## config.mk

```make
export PLATFORM = sky130hd
export DESIGN_NAME = vdc_interchange
export DESIGN_NICKNAME = d
export VERILOG_FILES = /design/src/vdc_pkg.sv /design/src/vdc_interchange.sv
export SDC_FILE = /design/constraint.sdc
export NUM_CORES = 1
export LEC_CHECK = 0
export ABC_AREA = 0
export CAP_MARGIN = 20
export CORE_MARGIN = 3
export CORE_UTILIZATION = 40
export DETAILED_ROUTE_END_ITERATION = 8
export DONT_BUFFER_PORTS = 1
export PLACE_DENSITY_LB_ADDON = 0.08
export SLEW_MARGIN = 25
export SYNTH_ARGS = -nofsm -noshare
export SYNTH_HDL_FRONTEND = slang
export SYNTH_SLANG_ARGS = --single-unit
export TNS_END_PERCENT = 1
```

## constraint.sdc

```tcl
create_clock -name pclk -period 4.5 [get_ports pclk]
set_input_delay 0.45 -clock pclk [delete_from_list [all_inputs] [get_ports pclk]]
set_output_delay 0.45 -clock pclk [all_outputs]
set_load 0.01 [all_outputs]
```

## src/vdc_pkg.sv

```systemverilog
package vdc_pkg;

  // Register byte addresses
  localparam logic [7:0] ADDR_CTRL = 8'h00;
  localparam logic [7:0] ADDR_DELAY = 8'h04;
  localparam logic [7:0] ADDR_RINGS = 8'h08;
  localparam logic [7:0] ADDR_BAUD = 8'h0c;
  localparam logic [7:0] ADDR_STATUS = 8'h10;

  // Reset values
  localparam logic [31:0] CTRL_RESET = 32'h0000_0000;
  localparam logic [7:0] DELAY_RESET = 8'h01;
  localparam logic [7:0] RINGS_RESET = 8'h00;
  localparam logic [15:0] BAUD_RESET = 16'h1458;

  // Timing: send_clear_delay counts in units of 10 ms
  localparam int unsigned CLK_HZ = 25000000;
  localparam int unsigned DELAY_UNIT_MS = 10;
  localparam int unsigned DELAY_UNIT_CYCLES = CLK_HZ / 1000 * DELAY_UNIT_MS;
  localparam logic [7:0] FLASH_TICKS = 8'h19;

  // Option codes
  localparam logic [1:0] FLOW_HW = 2'h3;
  localparam logic [1:0] DTR_IGNORE = 2'h0;
  localparam logic [1:0] DTR_COMMAND = 2'h1;
  localparam logic [1:0] DTR_HANGUP = 2'h2;
  localparam logic [1:0] DTR_RESET = 2'h3;

  // Control register layout
  typedef struct packed {
    logic [18:0] rsvd;
    logic ext_clock_sel;
    logic sync_ready;
    logic test_mode;
    logic offhook;
    logic command_mode;
    logic [1:0] terminal_ready_action;
    logic carrier_forced_setting;
    logic set_ready_select;
    logic send_handshake_select;
    logic [1:0] flow_control_select;
    logic async_sync_select;
  } vdc_ctrl_s;

  // Status register layout
  typedef struct packed {
    logic [23:0] rsvd;
    logic disconnect_seen;
    logic test_error_seen;
    logic ring;
    logic carrier;
    logic set_ready;
    logic send_clear;
    logic send_request;
    logic terminal_ready;
  } vdc_status_s;

  // Modem core to this block
  typedef struct packed {
    logic carrier_present;
    logic ring_on;
    logic test_error;
    logic line_rx_bit;
    logic response_bit;
  } vdc_core_in_s;

  // This block to modem core
  typedef struct packed {
    logic dte_tx_bit;
    logic xmit_edge;
    logic disconnect_pulse;
    logic [1:0] disconnect_code;
    logic hold_connection;
  } vdc_core_out_s;

  // Terminal-facing pins, all active low except data and clocks
  typedef struct packed {
    logic serial_out_line;
    logic send_clear_out;
    logic set_ready_out;
    logic carrier_detect_out;
    logic test_mode_out;
    logic call_alert_out;
    logic xmit_bit_clock;
    logic recv_bit_clock;
    logic auto_answer_lamp;
    logic test_lamp;
    logic terminal_ready_lamp;
    logic offhook_lamp;
  } vdc_pins_s;

  typedef enum logic [1:0] {CS_OFF, CS_WAIT, CS_ON} vdc_clear_e;

endpackage

```

## src/vdc_interchange.sv

```systemverilog
`timescale 1ns/1ps
module vdc_interchange #(
  parameter int unsigned TICK_CYCLES = vdc_pkg::DELAY_UNIT_CYCLES
) (
  input wire logic pclk,
  input wire logic presetn,
  input wire logic psel,
  input wire logic penable,
  input wire logic pwrite,
  input wire logic [7:0] paddr,
  input wire logic [31:0] pwdata,
  output logic [31:0] prdata,
  output logic pready,
  output logic pslverr,
  input wire logic serial_in_line,
  input wire logic terminal_ready_in,
  input wire logic send_request_in,
  input wire logic ext_xmit_clock_in,
  input vdc_pkg::vdc_core_in_s core_in,
  output vdc_pkg::vdc_core_out_s core_out,
  output vdc_pkg::vdc_pins_s pins
);

  // Register map, one word per register
  // CTRL [0] sync mode, [2:1] flow select, [3] request handshake
  // CTRL [4] set-ready option, [5] carrier forced, [7:6] ready action
  // CTRL [8] command state, [9] off-hook, [10] test mode
  // CTRL [11] sync data path ready, [12] external transmit clock
  // DELAY [7:0] request-to-clear delay in ticks
  // RINGS [7:0] rings before auto answer, zero turns it off
  // BAUD [15:0] half period of both bit clocks, in pclk cycles
  // STATUS [0] ready in, [1] request in, [2] clear out, [3] set ready
  // STATUS [4] carrier out, [5] ring, [6] test error, [7] disconnect
  // Status bits 6 and 7 clear on a written one; a same-cycle set wins
  // Limits a user must know
  // External clock edges closer than four pclk cycles are lost
  // First delay tick may come early: the delay lasts D-1 to D ticks
  // Reserved control bits read back as zero, whatever was written
  // Reads are captured in the setup cycle, so status is one cycle old

  // Pin synchroniser index
  localparam int SI_DATA = 0;
  localparam int SI_DTR = 1;
  localparam int SI_RTS = 2;
  localparam int SI_XCLK = 3;

  typedef struct packed {
    // Software registers and sticky flags
    vdc_pkg::vdc_ctrl_s ctrl;
    logic [7:0] delay;
    logic [7:0] rings;
    logic [15:0] baud;
    logic disconnect_seen;
    logic test_error_seen;
    // Pin synchroniser: first flop, second flop, delayed copy
    logic [3:0] meta;
    logic [3:0] sync;
    logic [3:0] prev;
    // Request-to-clear delay and the shared time base
    vdc_pkg::vdc_clear_e clear_state;
    logic [7:0] delay_cnt;
    logic [31:0] tick_cnt;
    // Lamp flasher and bit clock divider
    logic [7:0] flash_cnt;
    logic flash;
    logic [15:0] baud_cnt;
    logic bitclk;
    // Registered outputs
    logic [31:0] rdata;
    vdc_pkg::vdc_core_out_s core;
    vdc_pkg::vdc_pins_s pins;
  } vdc_state_s;

  vdc_state_s s;
  vdc_state_s next_s;

  // Decoded levels and strobes
  logic wr;
  logic setup;
  logic mapped;
  logic tick;
  logic dtr_on;
  logic rts_on;
  logic dtr_went_off;
  logic dcd_on;
  logic dsr_on;
  logic link_ready;
  logic clear_on;
  logic bitclk_rise;
  vdc_pkg::vdc_ctrl_s c;
  vdc_pkg::vdc_status_s st;

  // Zero-wait slave; errors flag unmapped addresses
  // Only aligned words at the five offsets are mapped
  always_comb begin
    mapped = 1'b0;
    if (paddr == vdc_pkg::ADDR_CTRL) begin
      mapped = 1'b1;
    end else if (paddr == vdc_pkg::ADDR_DELAY) begin
      mapped = 1'b1;
    end else if (paddr == vdc_pkg::ADDR_RINGS) begin
      mapped = 1'b1;
    end else if (paddr == vdc_pkg::ADDR_BAUD) begin
      mapped = 1'b1;
    end else if (paddr == vdc_pkg::ADDR_STATUS) begin
      mapped = 1'b1;
    end
  end

  // Bus answers and registered outputs
  assign pready = 1'b1;
  assign pslverr = psel & penable & ~mapped;
  assign prdata = s.rdata;
  assign core_out = s.core;
  assign pins = s.pins;
  assign wr = psel & penable & pwrite;
  assign setup = psel & ~penable & ~pwrite;

  // Decoded levels from the synchronised pins
  always_comb begin
    c = s.ctrl;
    dtr_on = ~s.sync[SI_DTR];
    rts_on = ~s.sync[SI_RTS];
    dtr_went_off = s.sync[SI_DTR] & ~s.prev[SI_DTR];
    tick = (s.tick_cnt == TICK_CYCLES - 1);
    dcd_on = c.carrier_forced_setting | core_in.carrier_present;
    // option 0 keeps set-ready on; option 1 only when on line
    dsr_on = c.set_ready_select ? (c.offhook & dcd_on) : 1'b1;
    link_ready = dsr_on & dcd_on & c.sync_ready;
    st = '0;
    st.terminal_ready = dtr_on;
    st.send_request = rts_on;
    st.send_clear = ~s.pins.send_clear_out;
    st.set_ready = ~s.pins.set_ready_out;
    st.carrier = ~s.pins.carrier_detect_out;
    st.ring = core_in.ring_on;
    st.test_error_seen = s.test_error_seen;
    st.disconnect_seen = s.disconnect_seen;
  end

  // Next state of the whole block
  always_comb begin
    next_s = s;
    clear_on = 1'b1;
    bitclk_rise = 1'b0;

    // Two flops on every pin before use
    next_s.meta = {ext_xmit_clock_in, send_request_in, terminal_ready_in,
                   serial_in_line};
    next_s.sync = s.meta;
    next_s.prev = s.sync;

    // Time base for delay and flashing
    next_s.tick_cnt = tick ? 32'h0000_0000 : s.tick_cnt + 32'h0000_0001;

    // Register reads are captured in the setup phase
    if (setup) begin
      if (paddr == vdc_pkg::ADDR_CTRL) begin
        next_s.rdata = s.ctrl;
      end else if (paddr == vdc_pkg::ADDR_DELAY) begin
        next_s.rdata = {24'h00_0000, s.delay};
      end else if (paddr == vdc_pkg::ADDR_RINGS) begin
        next_s.rdata = {24'h00_0000, s.rings};
      end else if (paddr == vdc_pkg::ADDR_BAUD) begin
        next_s.rdata = {16'h0000, s.baud};
      end else if (paddr == vdc_pkg::ADDR_STATUS) begin
        next_s.rdata = st;
      end else begin
        next_s.rdata = 32'h0000_0000;
      end
    end

    // Register writes; status bits clear by writing one
    if (wr) begin
      if (paddr == vdc_pkg::ADDR_CTRL) begin
        next_s.ctrl = pwdata;
        next_s.ctrl.rsvd = '0;
      end else if (paddr == vdc_pkg::ADDR_DELAY) begin
        next_s.delay = pwdata[7:0];
      end else if (paddr == vdc_pkg::ADDR_RINGS) begin
        next_s.rings = pwdata[7:0];
      end else if (paddr == vdc_pkg::ADDR_BAUD) begin
        next_s.baud = pwdata[15:0];
      end else if (paddr == vdc_pkg::ADDR_STATUS) begin
        if (pwdata[7]) begin
          next_s.disconnect_seen = 1'b0;
        end
        if (pwdata[6]) begin
          next_s.test_error_seen = 1'b0;
        end
      end
    end

    // Send-clear handshake; sync on-line waits for the data path
    if (!c.async_sync_select) begin
      // request only matters under hardware flow control
      if (c.flow_control_select == vdc_pkg::FLOW_HW && !c.command_mode) begin
        clear_on = rts_on;
      end else begin
        clear_on = 1'b1;
      end
      next_s.clear_state = vdc_pkg::CS_OFF;
    end else if (c.command_mode || !c.offhook) begin
      clear_on = 1'b1;
      next_s.clear_state = vdc_pkg::CS_OFF;
    end else if (!link_ready) begin
      // Off-hook drops clear at once until the link is up
      clear_on = 1'b0;
      next_s.clear_state = vdc_pkg::CS_OFF;
    end else if (!c.send_handshake_select) begin
      clear_on = 1'b1;
    end else begin
      // request on, wait delay ticks, then clear
      clear_on = (s.clear_state == vdc_pkg::CS_ON);
      case (s.clear_state)
        vdc_pkg::CS_OFF: begin
          if (rts_on) begin
            next_s.clear_state = vdc_pkg::CS_WAIT;
            next_s.delay_cnt = s.delay;
          end
        end
        // Counts on the shared tick only
        vdc_pkg::CS_WAIT: begin
          if (!rts_on) begin
            next_s.clear_state = vdc_pkg::CS_OFF;
          end else if (s.delay_cnt == 8'h00) begin
            next_s.clear_state = vdc_pkg::CS_ON;
          end else if (tick) begin
            next_s.delay_cnt = s.delay_cnt - 8'h01;
          end
        end
        default: begin
          if (!rts_on) begin
            next_s.clear_state = vdc_pkg::CS_OFF;
          end
        end
      endcase
    end

    // Terminal-ready off hands the core a disconnect order
    next_s.core.disconnect_pulse = 1'b0;
    next_s.core.hold_connection =
      dtr_on | (c.terminal_ready_action == vdc_pkg::DTR_IGNORE);
    if (dtr_went_off && c.terminal_ready_action != vdc_pkg::DTR_IGNORE) begin
      next_s.core.disconnect_pulse = 1'b1;
      next_s.disconnect_seen = 1'b1;
      // No command escape inside sync data, so hang up instead
      if (c.async_sync_select &&
          c.terminal_ready_action == vdc_pkg::DTR_COMMAND) begin
        next_s.core.disconnect_code = vdc_pkg::DTR_HANGUP;
      end else begin
        next_s.core.disconnect_code = c.terminal_ready_action;
      end
    end

    // Test error latch; set wins over clear, leaving test mode clears
    if (!c.test_mode) begin
      next_s.test_error_seen = 1'b0;
    end
    if (c.test_mode && core_in.test_error) begin
      next_s.test_error_seen = 1'b1;
    end

    // Lamp flash rate derived from the tick
    if (tick) begin
      if (s.flash_cnt >= vdc_pkg::FLASH_TICKS - 8'h01) begin
        next_s.flash_cnt = 8'h00;
        next_s.flash = ~s.flash;
      end else begin
        next_s.flash_cnt = s.flash_cnt + 8'h01;
      end
    end

    // Bit clocks: half-period divider gives exact 50 percent duty
    if (c.async_sync_select) begin
      if (s.baud_cnt >= s.baud - 16'h0001) begin
        next_s.baud_cnt = 16'h0000;
        next_s.bitclk = ~s.bitclk;
        bitclk_rise = ~s.bitclk;
      end else begin
        next_s.baud_cnt = s.baud_cnt + 16'h0001;
      end
    end else begin
      next_s.baud_cnt = 16'h0000;
      next_s.bitclk = 1'b1;
    end

    // External clock edges limited to a quarter of pclk
    // Rising edge: second flop high while the delayed copy is still low
    if (c.async_sync_select && c.ext_clock_sel) begin
      next_s.core.xmit_edge = s.sync[SI_XCLK] & ~s.prev[SI_XCLK];
    end else begin
      next_s.core.xmit_edge = bitclk_rise;
    end

    // Data paths
    // Terminal data reaches the core behind the two sync flops
    next_s.core.dte_tx_bit = s.sync[SI_DATA];
    next_s.pins.serial_out_line =
      c.command_mode ? core_in.response_bit : core_in.line_rx_bit;

    // Pins, low means on except the bit clocks
    next_s.pins.send_clear_out = ~clear_on;
    next_s.pins.set_ready_out = ~dsr_on;
    next_s.pins.carrier_detect_out = ~dcd_on;
    next_s.pins.test_mode_out = ~c.test_mode;
    next_s.pins.call_alert_out = ~core_in.ring_on;
    next_s.pins.xmit_bit_clock = next_s.bitclk;
    next_s.pins.recv_bit_clock = next_s.bitclk;
    next_s.pins.auto_answer_lamp = ~(s.rings != 8'h00);
    next_s.pins.test_lamp = ~(s.test_error_seen & s.flash);
    if (c.terminal_ready_action == vdc_pkg::DTR_IGNORE) begin
      next_s.pins.terminal_ready_lamp = 1'b0;
    end else begin
      next_s.pins.terminal_ready_lamp = s.sync[SI_DTR];
    end
    next_s.pins.offhook_lamp = ~c.offhook;
  end

  // Single state register; reset puts every pin off except send clear, set ready and the terminal ready lamp
  always_ff @(posedge pclk or negedge presetn) begin
    if (!presetn) begin
      s <= '0;
      s.ctrl <= vdc_pkg::CTRL_RESET;
      s.delay <= vdc_pkg::DELAY_RESET;
      s.rings <= vdc_pkg::RINGS_RESET;
      s.baud <= vdc_pkg::BAUD_RESET;
      // Sync stages idle at the pins' off level, so no false edge
      s.meta <= 4'hf;
      s.sync <= 4'hf;
      s.prev <= 4'hf;
      s.bitclk <= 1'b1;
      // Every pin off except the ones reset shows as on
      s.pins <= '1;
      s.pins.terminal_ready_lamp <= 1'b0;
      s.pins.send_clear_out <= 1'b0;
      s.pins.set_ready_out <= 1'b0;
    end else begin
      s <= next_s;
    end
  end

endmodule

```

**Word level (Yosys, flattened, before mapping)**

Index checks and enable logic that the tools add are counted.
W data, S select, Z words.

- Output and inout port bits: 52
- Bits in registers: 175

- Bitwise gates (word level): 37
- $lt $le $gt $ge: 2
- Equality and inequality tests: 29
- Muxes and demuxes: 52
- Add/sub/neg operators: 5
- Reduce and logical (&&, ||, !) cells: 27

Operators with widths:

| cell | number |
|---|---|
| $mux W16 | 5 |
| $mux W8 | 5 |
| $add A32 B1 Y32 const B | 1 |
| $eq A32 B18 Y1 const B | 1 |
| $mux W32 | 1 |
| $mux W2 | 13 |
| $not A1 Y1 | 24 |
| $mux W1 | 22 |
| $mux W10 | 2 |
| $mux W17 | 1 |
| $add A16 B1 Y16 const B | 1 |
| $eq A8 B4 Y1 const B | 2 |
| $ge A16 B16 Y1 | 1 |
| $logic_not A8 Y1 | 2 |
| $pmux W8 S2 | 1 |
| $sub A16 B1 Y16 const B | 1 |
| $ne A3 B2 Y1 const B | 5 |
| $reduce_and A7 Y1 | 2 |
| $and A1 B1 Y1 | 11 |
| $ne A2 B1 Y1 const B | 5 |
| $reduce_bool A2 Y1 | 5 |
| $reduce_and A9 Y1 | 1 |
| $add A8 B1 Y8 const B | 1 |
| $eq A8 B3 Y1 const B | 1 |
| 23 further kinds | 38 |

**Depth between registers and ports, before layout**

- Word-level depth: 9
- Mapped depth: 13
- Gate-level depth less buffers: 12

**Worst setup path after synthesis**

Ideal clock, no wire load.

- Kind: reg-to-reg
- From: reg s[139] (netlist name)
- To: reg s[58] (netlist name)
- Library setup time: 132 ps
- Buffers on the path: 1
- Setup slack: 1144 ps
- Cell stages (with the launch flop): 13
- Arrival time: 3224 ps
- Period minus slack after synthesis: 3356 ps
- Cell sequence: dfrtp_1 > or3_1 > or3_1 > nor3_1 > or3b_1 > xor2_1 > ha_1 > nand2_1 > o21ai_0 > nor2_1 > o21ai_1 > clkbuf_1 > nor2_1

RTL lines:

| item | line | RTL |
|---|---|---|
| start: declaration | vdc_interchange.sv:74 | `vdc_state_s s;` |
| start signal: assignment | vdc_interchange.sv:339 | `s <= next_s;` |

==> flow_summary.json <==
{
  "grt_max_degree": 158,
  "yosys.area.top_type": "dfrtp_1",
  "drive_above_1_share_pct": 17.36,
  "synth.most_common_cell": "dfrtp_1",
  "nFillCells": 1772,
  "yosysWarnings": 0,
  "htreeDepth": 4,
  "drc": 0,
  "antenna_found_initial": 0,
  "synth_top_family_by_area": "simple AND/OR/NAND/NOR gates",
  "synth_compound_area_share_pct": 8.764,
  "area_growth_syn_to_layout_pct": 7.264,
  "ios": 106,
  "drt_iter0_drc": 329,
  "worstPathRequired_ns": 4.77,
  "synth.distinct_cells": 65,
  "synth_edf_count": 0,
  "stdcell_area_um2": 8499,
  "tightest_slew_ns": 0.8654,
  "clockBufferDepth": 2,
  "ys_dominant_reg_cell": "dfrtp_1",
  "core_um2": 19080,
  "power_density_nw_per_um2": 348.6,
  "die_h_um": 146.7,
  "grtUsageMet2_pct": 27.26,
  "syn_avg_cell_area_um2": 10.72,
  "use_met1_pct": 22.90,
  "vias": 5223,
  "path_clk_slew_ns": 0.07,
  "dr.pass1.iters": 7,
  "insertion_delay_ns": 0.43,
  "drv_slew": 0,
  "synthSimpleGateAreaFrac_pct": 17.48,
  "synth-seq-cells": 157,
  "p_leak_uw": 0.003903,
  "rows": 50,
  "cts_tree": "yes",
  "maxCapViolCount": 0,
  "netlist_instances": 739,
  "fin_crit_sh_pct": 80.03,
  "diodes": 0,
  "worst_slack_ns": 0.8985,
  "root_buffer": "clkbuf_16",
  "holdWs_ns": 0.02424,
  "cp_top_family": "simple AND/OR/NAND/NOR gates",
  "crit_buf_inv": 0,
  "cts_resized": 0,
  "status": "completed",
  "cp_max_fo": 16,
  "cp.arrival_ns": 3.88,
  "combPwrFrac_pct": 4.1,
  "ant_nets": 0,
  "postCtsSetupBuffers": 0,
  "synth_area_leaders": "dfrtp_1 (42%), dfstp_2 (8.0%), mux2_2 (6.7%)",
  "grt_pass1_vias": 5265,
  "crit_type": "register to register",
  "wl_per_cell_um": 18.03,
  "nets": 784,
  "crit_slowest_cell": "o21ai_2",
  "die_area_um2": 21530,
  "start_kind": "register",
  "synth_area_um2": 7924,
  "hpwl_um": 12270,
  "synthMuxAreaShare_pct": 6.679,
  "path_cells": "or3_1 -> or3_1 -> nor3_1 -> or3b_1 -> xor2_1 -> ha_1 -> nand2_1 -> nor2_1 -> o21ai_0 -> o21ai_2 -> nor2_1",
  "cts_hold_buf": 1,
  "synth_common_cells": "dfrtp_1 (133), nor2_1 (63), buf_4 (53), nand2_1 (53), mux2_2 (47)",
  "max-vdd-ir-drop_mv": 0.2373,
  "grt-busiest-layer": "met2",
  "clock-sinks": 157,
  "async_flop_share_pct": 100.0,
  "gp_congestion": 0.7732,
  "setup-tns-final_ns": 0,
  "hold_violations": 0,
  "rsz0062_at_grt": "no",
  "grt_pass1_wl_um": 29280,
  "power.share.sequential_pct": 49.6,
  "grt_use_total_pct": 16.96,
  "synth_top_area_share_pct": 42.00,
  "netSwitchingFraction_pct": 24.46,
  "seq_area_frac_synth_pct": 49.96,
  "die_x_um": 146.7,
  "cp-end-kind": "register",
  "grt_overflow": 0,
  "max_slew_margin_pct": 41.83,
  "use_met3_pct": 4.318,
  "numPortBuffers": 0,
  "finalSetupViolCount": 0,
  "switchingPower_uw": 724.7,
  "cpPeakStageDelay_ns": 0.57,
  "pwr-share-clk_pct": 46.3,
  "postPlaceCellArea_um2": 7863,
  "p_int_uw": 2238,
  "avgViaCountPerCell": 5.330,
  "detailedPlace.worstSlack_ns": 0.9354,
  "fmax_mhz": 277.7,
  "fin_crit_ns": 3.602,
  "worstHoldPathType": "input port to register",
  "synthAdderAreaFrac_pct": 3.632,
  "finalClockSkew_ns": 0.01928,
  "routed_wl_um": 17670,
  "start_util_pct": 41.53,
  "synth-xor-area-share_pct": 6.411,
  "cts_inserted_buffers": 17,
  "total_power_uw": 2963
}
==> worst paths after layout <==
kind / cells past startpoint / startpoint / slack, ns / endpoint
min: 0 / serial_in_line / 0.02 / next_s[122]
min in group asynchronous: 1 / presetn / 0.04 / core_out[5]
max in group asynchronous: 1 / presetn / 3.89 / s[131]
max reg2reg: 11 / s[139] / 0.90 / s[59]
max: 11 / s[139] / 0.90 / s[59]
min reg2reg: 0 / next_s[124] / 0.36 / next_s[120]
==> state kept, by name, indices dropped and copies added, names as in the netlist <==
register	flops
prdata	16
s	103
next_s	8
c	13
pins	11
core_out	6
==> power groups by stage <==
stage	sequential, µW	combinational [µW]	clock, µW
CTS	1470	123	1420
floorplan	1480	113	0
detailed placement	1500	90.7	0
finish	1470	121	1370
global route	1470	141	1490
global placement	1500	88.2	0
==> cell usage in the layout (no fill, tap or decap), types with 4 or more instances in the layout <==
master,count
a21oi_1,11
a221oi_1,5
a222oi_1,8
a22o_1,9
and2_1,11
and3_1,13
and4_1,5
clkbuf_16,17
conb_1,17
dfrtp_1,133
dfstp_2,24
ha_1,23
inv_1,19
inv_6,6
mux2_2,47
nand2_1,53
nand2b_1,6
nand3_1,33
nand4_1,10
nor2_1,63
nor2b_1,4
nor3_1,17
nor4_1,7
o21ai_0,33
or2_2,4
or3_1,6
or4_1,4
xnor2_1,27
xor2_1,31
==> logic make-up (layout without fill, tap and decap cells) <==
group / count (synthesis) / in the layout
simple gates: 262 / 262
compound gates: 99 / 99
xor+xnor: 58 / 58
flops: 157 / 157
fa+ha+maj: 23 / 23
buf+inv: 91 / 57
other cells: 2 / 17
mux: 47 / 47
==> area by class of cell <==
| class | instances | area (µm²) | share of cell area, % |
|---|---|---|---|
| Multi-Input combinational cell | 506 | 3511 | 41.31 |
| Timing Repair Buffer | 6 | 72.57 | 0.8538 |
| Clock buffer | 20 | 456.7 | 5.373 |
| Clock inverter | 12 | 103.9 | 1.222 |
| Sequential cell | 157 | 3959 | 46.58 |
| Inverter | 19 | 71.32 | 0.8391 |
| Tap cell | 260 | 325.3 | 3.827 |
==> through the flow <==
step	util (%)	cells
after global placement	41.14	944
after detailed placement	41.21	944
after floorplan	-	754
after CTS	44.29	977
after global routing	44.54	980
final	44.54	980
==> layer usage <==
| layer | routed length (µm) | vias to the layer above | share of wire, % |
|---|---|---|---|
| met2 | 8335 | 102 | 47 |
| met5 | 0 | - | 0 |
| met1 | 8330 | 2623 | 47 |
| met4 | 193 | 0 | 1.1 |
| met3 | 811 | 13 | 4.6 |
| li1 | - | 2485 | - |
==> worst register-to-register path: cells and delay by family, from the launching register on <==
kind | cells | cell delay, ns
AOI/OAI and AO/OA | 2 | 0.74
xor gates and xnor gates | 1 | 0.16
adders and majority gates | 1 | 0.30
DFF | 1 | 0.42
and+or+nand+nor | 7 | 1.83
No activity file was read; power rests on OpenSTA's default activity.
